File: config.mk
export PLATFORM = sky130hd
export DESIGN_NAME = bsiu_unit
export DESIGN_NICKNAME = d
export VERILOG_FILES = /design/src/design/bsiu_pkg.sv /design/src/design/bsiu_mem.sv /design/src/design/bsiu_unit.sv
export VERILOG_INCLUDE_DIRS = /design/src /design/src/design
export SDC_FILE = /design/constraint.sdc
export NUM_CORES = 1
export LEC_CHECK = 0
export ABC_AREA = 1
export BUFFER_PORTS_ARGS = -buffer_cell sky130_fd_sc_hd__buf_2
export CAP_MARGIN = 25
export CORE_AREA = 3 3 312 314
export DETAILED_ROUTE_END_ITERATION = 7
export DIE_AREA = 0 0 315 317
export PLACE_DENSITY = 0.57
export SYNTH_ARGS = -nofsm -noshare
export SYNTH_HDL_FRONTEND = slang
export SYNTH_HIERARCHICAL = 1
export SYNTH_SLANG_ARGS = --single-unit
export TNS_END_PERCENT = 50
File: constraint.sdc
create_clock -name core_clk -period 2.7 [get_ports core_clk]
set_input_delay 0.135 -clock core_clk [delete_from_list [all_inputs] [get_ports core_clk]]
set_output_delay 0.135 -clock core_clk [all_outputs]
set_load 0.1 [all_outputs]
File: src/design/bsiu_cfg.svh
/*
 * Constants of the bit and skip instruction unit: sizes, widths and reset values.
 * Assumes it is included by the package and the design modules by its bare name.
 */
// Operation
// RULE_01: Bit clear on IO drives the chosen bit to 0; other bits and flags kept.
// RULE_02: Bit set on IO drives the chosen bit to 1; other bits and flags kept.
// RULE_03: Bit toggle on IO inverts the chosen bit; other bits and flags kept.
// RULE_04: Bit clear on memory writes 0 to the chosen bit; rest and flags kept.
// RULE_05: Bit set on memory writes 1 to the chosen bit; rest and flags kept.
// RULE_06: Carry exchange swaps the chosen IO bit with the carry flag.
// RULE_07: For an output bit, carry exchange drives the old carry onto that bit.
// RULE_08: For an input bit, carry exchange captures the sampled pin into carry.
// RULE_09: Carry exchange changes only carry; zero, aux carry and overflow kept.
// RULE_10: Compare skip if equal suppresses the next instruction when operands match.
// RULE_11: Compare skip if unequal suppresses the next instruction when operands differ.
// RULE_12: Accumulator-first compares set all four flags as accumulator minus operand.
// RULE_13: Memory-first unequal compare sets all four flags as memory minus accumulator.
// RULE_14: Test skip low suppresses the next instruction on a 0 bit; flags kept.
// RULE_15: Test skip high suppresses the next instruction on a 1 bit; flags kept.
// RULE_16: Compare carry flags a borrow; zero flags equal operands.
// RULE_17: The bit index is a 3-bit field choosing bit 0 to 7 of a byte.
// RULE_18: A skipped instruction takes its slot as a no-operation with no effects.
`ifndef BSIU_CFG_SVH
`define BSIU_CFG_SVH

`define BSIU_NUM_PORTS 2
`define BSIU_PORT_AW 1
`define BSIU_MEM_AW 6
`define BSIU_MEM_DEPTH 64
`define BSIU_IO_RST 8'h00
`define BSIU_MEM_RST 8'h00
`define BSIU_FLAG_RST 1'b0
`define BSIU_BIT_IDX_W 3

`endif

File: src/design/bsiu_pkg.sv
/*
 * Types of the bit and skip instruction unit.
 * Assumes bsiu_cfg.svh is on the include path.
 */
`include "bsiu_cfg.svh"

package bsiu_pkg;

    // ==========================================================
    // Operation codes
    typedef enum logic [3:0] {
        BSIU_NOP = 4'h0,
        BSIU_BIT_CLEAR_IO = 4'h1,
        BSIU_BIT_SET_IO = 4'h2,
        BSIU_TOGGLE_IO = 4'h3,
        BSIU_BIT_CLEAR_MEM = 4'h4,
        BSIU_BIT_SET_MEM = 4'h5,
        BSIU_CARRY_SWAP = 4'h6,
        BSIU_CEQ_A_IMM = 4'h7,
        BSIU_CEQ_A_MEM = 4'h8,
        BSIU_CEQ_MEM_A = 4'h9,
        BSIU_CNE_A_IMM = 4'ha,
        BSIU_CNE_A_MEM = 4'hb,
        BSIU_CNE_MEM_A = 4'hc,
        BSIU_TEST_SKIP_LOW = 4'hd,
        BSIU_TEST_SKIP_HIGH = 4'he
    } bsiu_op_e;

    // ==========================================================
    // Sequencer states
    typedef enum logic [1:0] {
        BSIU_IDLE = 2'b00,
        BSIU_READ = 2'b01,
        BSIU_EXEC = 2'b10
    } bsiu_state_e;

    typedef logic [7:0] bsiu_byte_t;

endpackage : bsiu_pkg

File: src/design/bsiu_mem.sv
/*
 * Data memory of the bit and skip instruction unit: one write port, one registered read.
 * Assumes one clock and a synchronous active-high reset; array contents clear with reset.
 */
`timescale 1ns/10ps
`include "bsiu_cfg.svh"

module bsiu_mem (
    // Clock and reset
    input wire logic core_clk,
    input wire logic srst,
    // Write port
    input wire logic wr_en,
    input wire logic [`BSIU_MEM_AW-1:0] wr_addr,
    input wire bsiu_pkg::bsiu_byte_t wr_data,
    // Read port
    input wire logic [`BSIU_MEM_AW-1:0] rd_addr,
    output bsiu_pkg::bsiu_byte_t rd_data_q
);
    import bsiu_pkg::*;

    bsiu_byte_t mem_q [`BSIU_MEM_DEPTH];

    // Bytes clear with reset so a read-modify-write of a fresh byte never spreads unknowns.
    always_ff @(posedge core_clk) begin
        if (srst) begin
            for (int i = 0; i < `BSIU_MEM_DEPTH; i++) begin
                mem_q[i] <= `BSIU_MEM_RST;
            end
        end else if (wr_en) begin
            mem_q[wr_addr] <= wr_data;
        end
    end

    // Read data comes a cycle after the address; a same-cycle write is not bypassed.
    always_ff @(posedge core_clk) begin
        if (srst) begin
            rd_data_q <= 8'h00;
        end else begin
            rd_data_q <= mem_q[rd_addr];
        end
    end

endmodule : bsiu_mem

File: src/design/bsiu_unit.sv
/*
 * Bit and skip instruction unit: executes single-bit IO and memory instructions,
 * carry exchange, compare-and-skip and IO bit test-and-skip.
 * Assumes the core presents one instruction per start pulse while idle, supplies the
 * accumulator value with it, and steers pin direction from its own direction registers.
 */
`timescale 1ns/10ps
`include "bsiu_cfg.svh"

module bsiu_unit (
    // Clock and reset
    input wire logic core_clk,
    input wire logic srst,
    // Instruction
    input wire logic start,
    input wire bsiu_pkg::bsiu_op_e op,
    input wire logic [`BSIU_PORT_AW-1:0] io_port,
    input wire logic [`BSIU_BIT_IDX_W-1:0] bit_idx,
    input wire logic [`BSIU_MEM_AW-1:0] mem_addr,
    input wire bsiu_pkg::bsiu_byte_t imm,
    input wire bsiu_pkg::bsiu_byte_t accumulator,
    // IO
    input wire logic [`BSIU_NUM_PORTS-1:0][7:0] io_dir,
    input wire logic [`BSIU_NUM_PORTS-1:0][7:0] io_pin,
    output logic [`BSIU_NUM_PORTS-1:0][7:0] io_out_q,
    // Status
    output logic busy_q,
    output logic done_q,
    output logic skip_q,
    output logic zero_flag_q,
    output logic carry_flag_q,
    output logic aux_carry_flag_q,
    output logic overflow_flag_q
);
    import bsiu_pkg::*;

    // ==========================================================
    // Decode helpers
    function automatic logic is_cmp(input bsiu_op_e o);
        is_cmp = (o >= BSIU_CEQ_A_IMM) && (o <= BSIU_CNE_MEM_A);
    endfunction : is_cmp

    function automatic logic is_mem_first(input bsiu_op_e o);
        is_mem_first = (o == BSIU_CEQ_MEM_A) || (o == BSIU_CNE_MEM_A);
    endfunction : is_mem_first

    function automatic logic is_imm(input bsiu_op_e o);
        is_imm = (o == BSIU_CEQ_A_IMM) || (o == BSIU_CNE_A_IMM);
    endfunction : is_imm

    bsiu_state_e state_q;
    bsiu_op_e op_q;
    logic [`BSIU_PORT_AW-1:0] port_q;
    logic [`BSIU_BIT_IDX_W-1:0] idx_q;
    logic [`BSIU_MEM_AW-1:0] addr_q;
    bsiu_byte_t imm_q;
    bsiu_byte_t accum_q;
    bsiu_byte_t mem_rdata;
    logic [`BSIU_NUM_PORTS-1:0][7:0] pin_meta_q;
    logic [`BSIU_NUM_PORTS-1:0][7:0] pin_sync_q;
    logic ex;
    logic take;
    logic io_rd_bit;
    logic mem_we;
    bsiu_byte_t mem_wdata;
    bsiu_byte_t a_op;
    bsiu_byte_t b_op;
    logic [8:0] diff;
    logic eq;

    assign ex = (state_q == BSIU_EXEC);
    assign take = start && (state_q == BSIU_IDLE);

    // ==========================================================
    // Pin synchronisers
    genvar gp;
    generate
        for (gp = 0; gp < `BSIU_NUM_PORTS; gp++) begin : g_sync
            always_ff @(posedge core_clk) begin
                if (srst) begin
                    pin_meta_q[gp] <= 8'h00;
                    pin_sync_q[gp] <= 8'h00;
                end else begin
                    pin_meta_q[gp] <= io_pin[gp];
                    pin_sync_q[gp] <= pin_meta_q[gp];
                end
            end
        end
    endgenerate

    // ==========================================================
    // Sequencer: take, memory read, execute.
    // Every instruction that is not skipped takes the same three cycles; a skipped one is done after one.
    always_ff @(posedge core_clk) begin
        if (srst) begin
            state_q <= BSIU_IDLE;
        end else begin
            unique case (state_q)
                BSIU_IDLE: begin
                    if (start && !skip_q) begin
                        state_q <= BSIU_READ;
                    end
                end
                BSIU_READ: begin
                    state_q <= BSIU_EXEC;
                end
                BSIU_EXEC: begin
                    state_q <= BSIU_IDLE;
                end
                default: begin
                    state_q <= BSIU_IDLE;
                end
            endcase
        end
    end

    always_ff @(posedge core_clk) begin
        if (srst) begin
            op_q <= BSIU_NOP;
            port_q <= '0;
            idx_q <= '0;
            addr_q <= '0;
            imm_q <= 8'h00;
            accum_q <= 8'h00;
        end else if (take && !skip_q) begin
            op_q <= op;
            port_q <= io_port;
            idx_q <= bit_idx;
            addr_q <= mem_addr;
            imm_q <= imm;
            accum_q <= accumulator;
        end
    end

    // A skipped instruction is answered at once with done and has no other effect.
    always_ff @(posedge core_clk) begin
        if (srst) begin
            busy_q <= 1'b0;
            done_q <= 1'b0;
        end else begin
            busy_q <= (take && !skip_q) || (state_q == BSIU_READ);
            done_q <= ex || (take && skip_q); // RULE_18
        end
    end

    // ==========================================================
    // Operand selection and comparison
    // Reads the output latch for output bits and the synchronised pin for input bits.
    assign io_rd_bit = io_dir[port_q][idx_q] ? io_out_q[port_q][idx_q]
                                             : pin_sync_q[port_q][idx_q]; // RULE_17
    assign a_op = is_mem_first(op_q) ? mem_rdata : accum_q; // RULE_13
    assign b_op = is_mem_first(op_q) ? accum_q : (is_imm(op_q) ? imm_q : mem_rdata); // RULE_12
    assign diff = {1'b0, a_op} - {1'b0, b_op};
    assign eq = (a_op == b_op);

    // ==========================================================
    // Memory bit instructions
    assign mem_we = ex && ((op_q == BSIU_BIT_CLEAR_MEM) || (op_q == BSIU_BIT_SET_MEM));

    always_comb begin
        mem_wdata = mem_rdata;
        mem_wdata[idx_q] = (op_q == BSIU_BIT_SET_MEM); // RULE_04 RULE_05
    end

    bsiu_mem u_mem (
        .core_clk(core_clk),
        .srst(srst),
        .wr_en(mem_we),
        .wr_addr(addr_q),
        .wr_data(mem_wdata),
        .rd_addr(addr_q),
        .rd_data_q(mem_rdata)
    );

    // ==========================================================
    // IO output latches
    always_ff @(posedge core_clk) begin
        if (srst) begin
            io_out_q <= {`BSIU_NUM_PORTS{`BSIU_IO_RST}};
        end else if (ex) begin
            unique case (op_q)
                BSIU_BIT_CLEAR_IO: io_out_q[port_q][idx_q] <= 1'b0; // RULE_01
                BSIU_BIT_SET_IO: io_out_q[port_q][idx_q] <= 1'b1; // RULE_02
                BSIU_TOGGLE_IO: io_out_q[port_q][idx_q] <= ~io_out_q[port_q][idx_q]; // RULE_03
                BSIU_CARRY_SWAP: io_out_q[port_q][idx_q] <= carry_flag_q; // RULE_06 RULE_07
                default: begin
                end
            endcase
        end
    end

    // ==========================================================
    // Flags
    always_ff @(posedge core_clk) begin
        if (srst) begin
            zero_flag_q <= `BSIU_FLAG_RST;
            carry_flag_q <= `BSIU_FLAG_RST;
            aux_carry_flag_q <= `BSIU_FLAG_RST;
            overflow_flag_q <= `BSIU_FLAG_RST;
        end else if (ex && is_cmp(op_q)) begin
            zero_flag_q <= (diff[7:0] == 8'h00); // RULE_12 RULE_16
            carry_flag_q <= diff[8]; // RULE_16
            aux_carry_flag_q <= (a_op[3:0] < b_op[3:0]);
            overflow_flag_q <= (a_op[7] ^ b_op[7]) & (a_op[7] ^ diff[7]);
        end else if (ex && (op_q == BSIU_CARRY_SWAP)) begin
            carry_flag_q <= io_rd_bit; // RULE_06 RULE_08 RULE_09
        end
    end

    // ==========================================================
    // Skip of the following instruction
    always_ff @(posedge core_clk) begin
        if (srst) begin
            skip_q <= 1'b0;
        end else if (ex) begin
            unique case (op_q)
                BSIU_CEQ_A_IMM, BSIU_CEQ_A_MEM, BSIU_CEQ_MEM_A: skip_q <= eq; // RULE_10
                BSIU_CNE_A_IMM, BSIU_CNE_A_MEM, BSIU_CNE_MEM_A: skip_q <= !eq; // RULE_11
                BSIU_TEST_SKIP_LOW: skip_q <= !io_rd_bit; // RULE_14
                BSIU_TEST_SKIP_HIGH: skip_q <= io_rd_bit; // RULE_15
                default: skip_q <= 1'b0;
            endcase
        end else if (take) begin
            skip_q <= 1'b0; // RULE_18
        end
    end
endmodule : bsiu_unit

==> reports/qor.yml <==
area_growth_pct: 18.8
ant_nets: 0
nets: 3389
drc: 0
cts_max_path_buffers: 3
cap_viol_max_count: 0
cts.reportedPaths.clkPinSlew_ps: 60
core_area_sq_um: 94900
clkSinkCount: 607
overflow: 0
synthXorXnorAreaFrac_pct: 0.155
numCtsBuffers: 67
dpl.cell_count: 4450
final_max_slew_viol_count: 0
vias: 22100
firstDrtPassIters: 5
grt_pass1_vias: 21100
fmax_ghz: 0.389
rsz0062_at_grt: "true"
synth_area_sq_um: 28300
finalCritPeriodShare_pct: 95.1
start_util_pct: 29.9
drive_above_1_share_pct: 14.1
async_flop_share_pct: 0
synth_nets: 3242
grt_pass1_wl_mm: 124
cts_htree_levels: 3
setup_viol: 0
synth-compound-area-share_pct: 2.64
synthMuxAreaShare_pct: 0
grt_start_max_net_pins: 106
antenna_found_initial: 0
synthDistinctLibCells: 41
finalWirelength_mm: 81.3
cp_max_fo: 7
power_density_nw_per_um2: 694
crit_type: "flop to flop"
ios: 88
synthFlopType: "edfxtp_1"
gp_congestion: 0.886
worstPathArrival_ps: 3090
fin_crit_ps: 2570
rrSetupSlack_ps: 130
post_drt_via_cell_ratio: 4.76
tritoncts: "yes"
grt.total_usage_pct: 16.0
hold_violations: 0
ys_seq_elements: 607
die-area_sq_um: 99900
dp_hpwl_mm: 51.1
skew_ps: 18.7
yosysWarnings: 6
synth_cells: 3168
synth_seq_area_share_pct: 61.0
synth_top_family_by_area: "simple AND/OR/NAND/NOR gates"
insertedDiodeCount: 0
finalPower_mw: 23.4
synth-simple-area-share_pct: 30.6
syn_area_per_cell_sq_um: 8.94
die_w_um: 315
setup_slack_ps: 131
slew_headroom_pct: 49.0
wire_per_inst_um: 17.6
row_count: 113
ir_drop_mv: 0.400
dp_slack_ps: 45.6
die_height_um: 317
synthAdderAreaFrac_pct: 0.398
cts_root_buf: "clkbuf_16"
clk-insertion-delay-late_ps: 600
hp-class: "input pin to flop"
status: "complete, no violations"
port_buffers: 87
required_ps: 3220
drt-initial-drc-count: 1913
synth_edf_count: 512
crit_path_end_kind: "flop"
cp-start-kind: "flop"
p_leak_nw: 13.2
stdcell_count: 4631
tightest_slew_ps: 764
## where the power goes
part	internal [mW]	switching [mW]	leakage [nW]
clock	5.69	3.73	1.11
combinational	0.901	2.40	6.06
sequential	10.5	0.165	6.07
total	17.1	6.30	13.2
## what timing repair did
item / CTS / global route
setup buffers: 0 / 13
hold buffers: 47 / 0
resized for setup: 0 / 38
endpoints found under the setup margin: 0 / 224
endpoints found under the hold margin: 48 / 0
## worst paths after layout
| kind | start | end | depth (start not counted) |
|---|---|---|---|
| setup / recovery | op_q[0] | zero_flag_q | 16 |
| hold / removal | srst | state_q[1] | 3 |
| setup reg to reg | op_q[0] | zero_flag_q | 16 |
| hold reg to reg | pin_meta_q[3] | pin_sync_q[3] | 2 |
## per-stage QoR
step / util [%] / hold WS, ps / setup TNS, ps / cell area [sq um]
floorplan: - / 242 / 0 / 28300
global placement: 32.4 / 342 / 0 / 30700
detailed placement: 32.4 / 342 / 0 / 30700
CTS: 35.3 / 176 / 0 / 33400
global route: 35.5 / 213 / -351 / 33600
finish: 35.5 / 204 / 0 / 33600
## critical path, stage by stage (launching register included)
cell,delay (ps)
dfxtp_1,420
inv_1,80
nor2_1,90
inv_1,80
o21ai_2,190
inv_2,80
buf_4,160
nand3_1,70
o21ai_0,80
ha_1,320
a21o_1,210
a21oi_2,120
buf_4,130
xnor2_1,50
nor3_1,200
nand3_1,100
a21oi_1,120
## area by class of cell
| cell class | instances | area, sq um |
|---|---|---|
| clock inverters | 30 | 339 |
| repair buffers | 278 | 2240 |
| multi-input cells | 2202 | 9660 |
| flip-flops and latches | 607 | 17300 |
| inverters | 159 | 621 |
| clock buffers | 90 | 1920 |
| fillers | 9610 | 61200 |
| well taps | 1265 | 1580 |
## state kept, by name, summed over array words and instances, names as in the netlist, 2 cells and up
register / count
addr_q: 6
pin_meta_q: 16
pin_sync_q: 16
op_q: 4
u_mem/rd_data_q: 8
idx_q: 3
u_mem/mem_q: 512
io_out_q: 16
state_q: 2
accum_q: 8
imm_q: 8
## kinds of logic after synthesis
| kind of cell | Yosys count |
|---|---|
| and+or+nand+nor | 2054 |
| AOI/OAI and AO/OA | 134 |
| buffers and inverters | 359 |
| DFF | 607 |
| adders and majority gates | 9 |
| xor gates and xnor gates | 5 |
## placed cells by master (no fill, tap or decap), types with 7 or more instances in the layout
cell	n
nand2_1	850
nor2_1	617
edfxtp_1	512
nand3_1	481
inv_1	133
buf_4	122
dfxtp_1	90
buf_2	87
clkbuf_16	73
nand2_2	67
o21ai_0	55
dlygate4sd3_1	47
a21oi_1	45
buf_12	19
clkinv_2	18
o21ai_2	14
clkbuf_1	13
inv_2	12
nand4_1	11
ha_1	9
clkinv_1	8
nor2_2	7
o21ai_1	7
bufinv_16	7
nor4_4	7
## synthesized netlist by cell type, types with 11 or more instances
| cell type | count | area, sq um |
|---|---|---|
| o21ai_2 | 13 | 114 |
| nand2_1 | 863 | 3240 |
| buf_2 | 24 | 120 |
| nor2_1 | 618 | 2320 |
| nand4_1 | 11 | 68.8 |
| a21oi_1 | 49 | 245 |
| nand2_2 | 54 | 338 |
| inv_2 | 19 | 71.3 |
| nand3_1 | 483 | 2420 |
| inv_1 | 137 | 514 |
| clkbuf_1 | 138 | 518 |
| edfxtp_1 | 512 | 15400 |
| o21ai_0 | 62 | 310 |
| buf_1 | 25 | 93.8 |
| dfxtp_1 | 95 | 1900 |
## routing by layer
| metal | vias to the layer above | part of all wire (%) | track usage, % |
|---|---|---|---|
| met5 | - | 0 | 0 |
| met4 | 0 | 3.3 | 6.30 |
| met3 | 145 | 5.8 | 2.06 |
| met2 | 675 | 47 | 26.5 |
| met1 | 10500 | 44 | 21.2 |
| li1 | 10700 | - | - |
No activity file was read; power rests on OpenSTA's default activity.
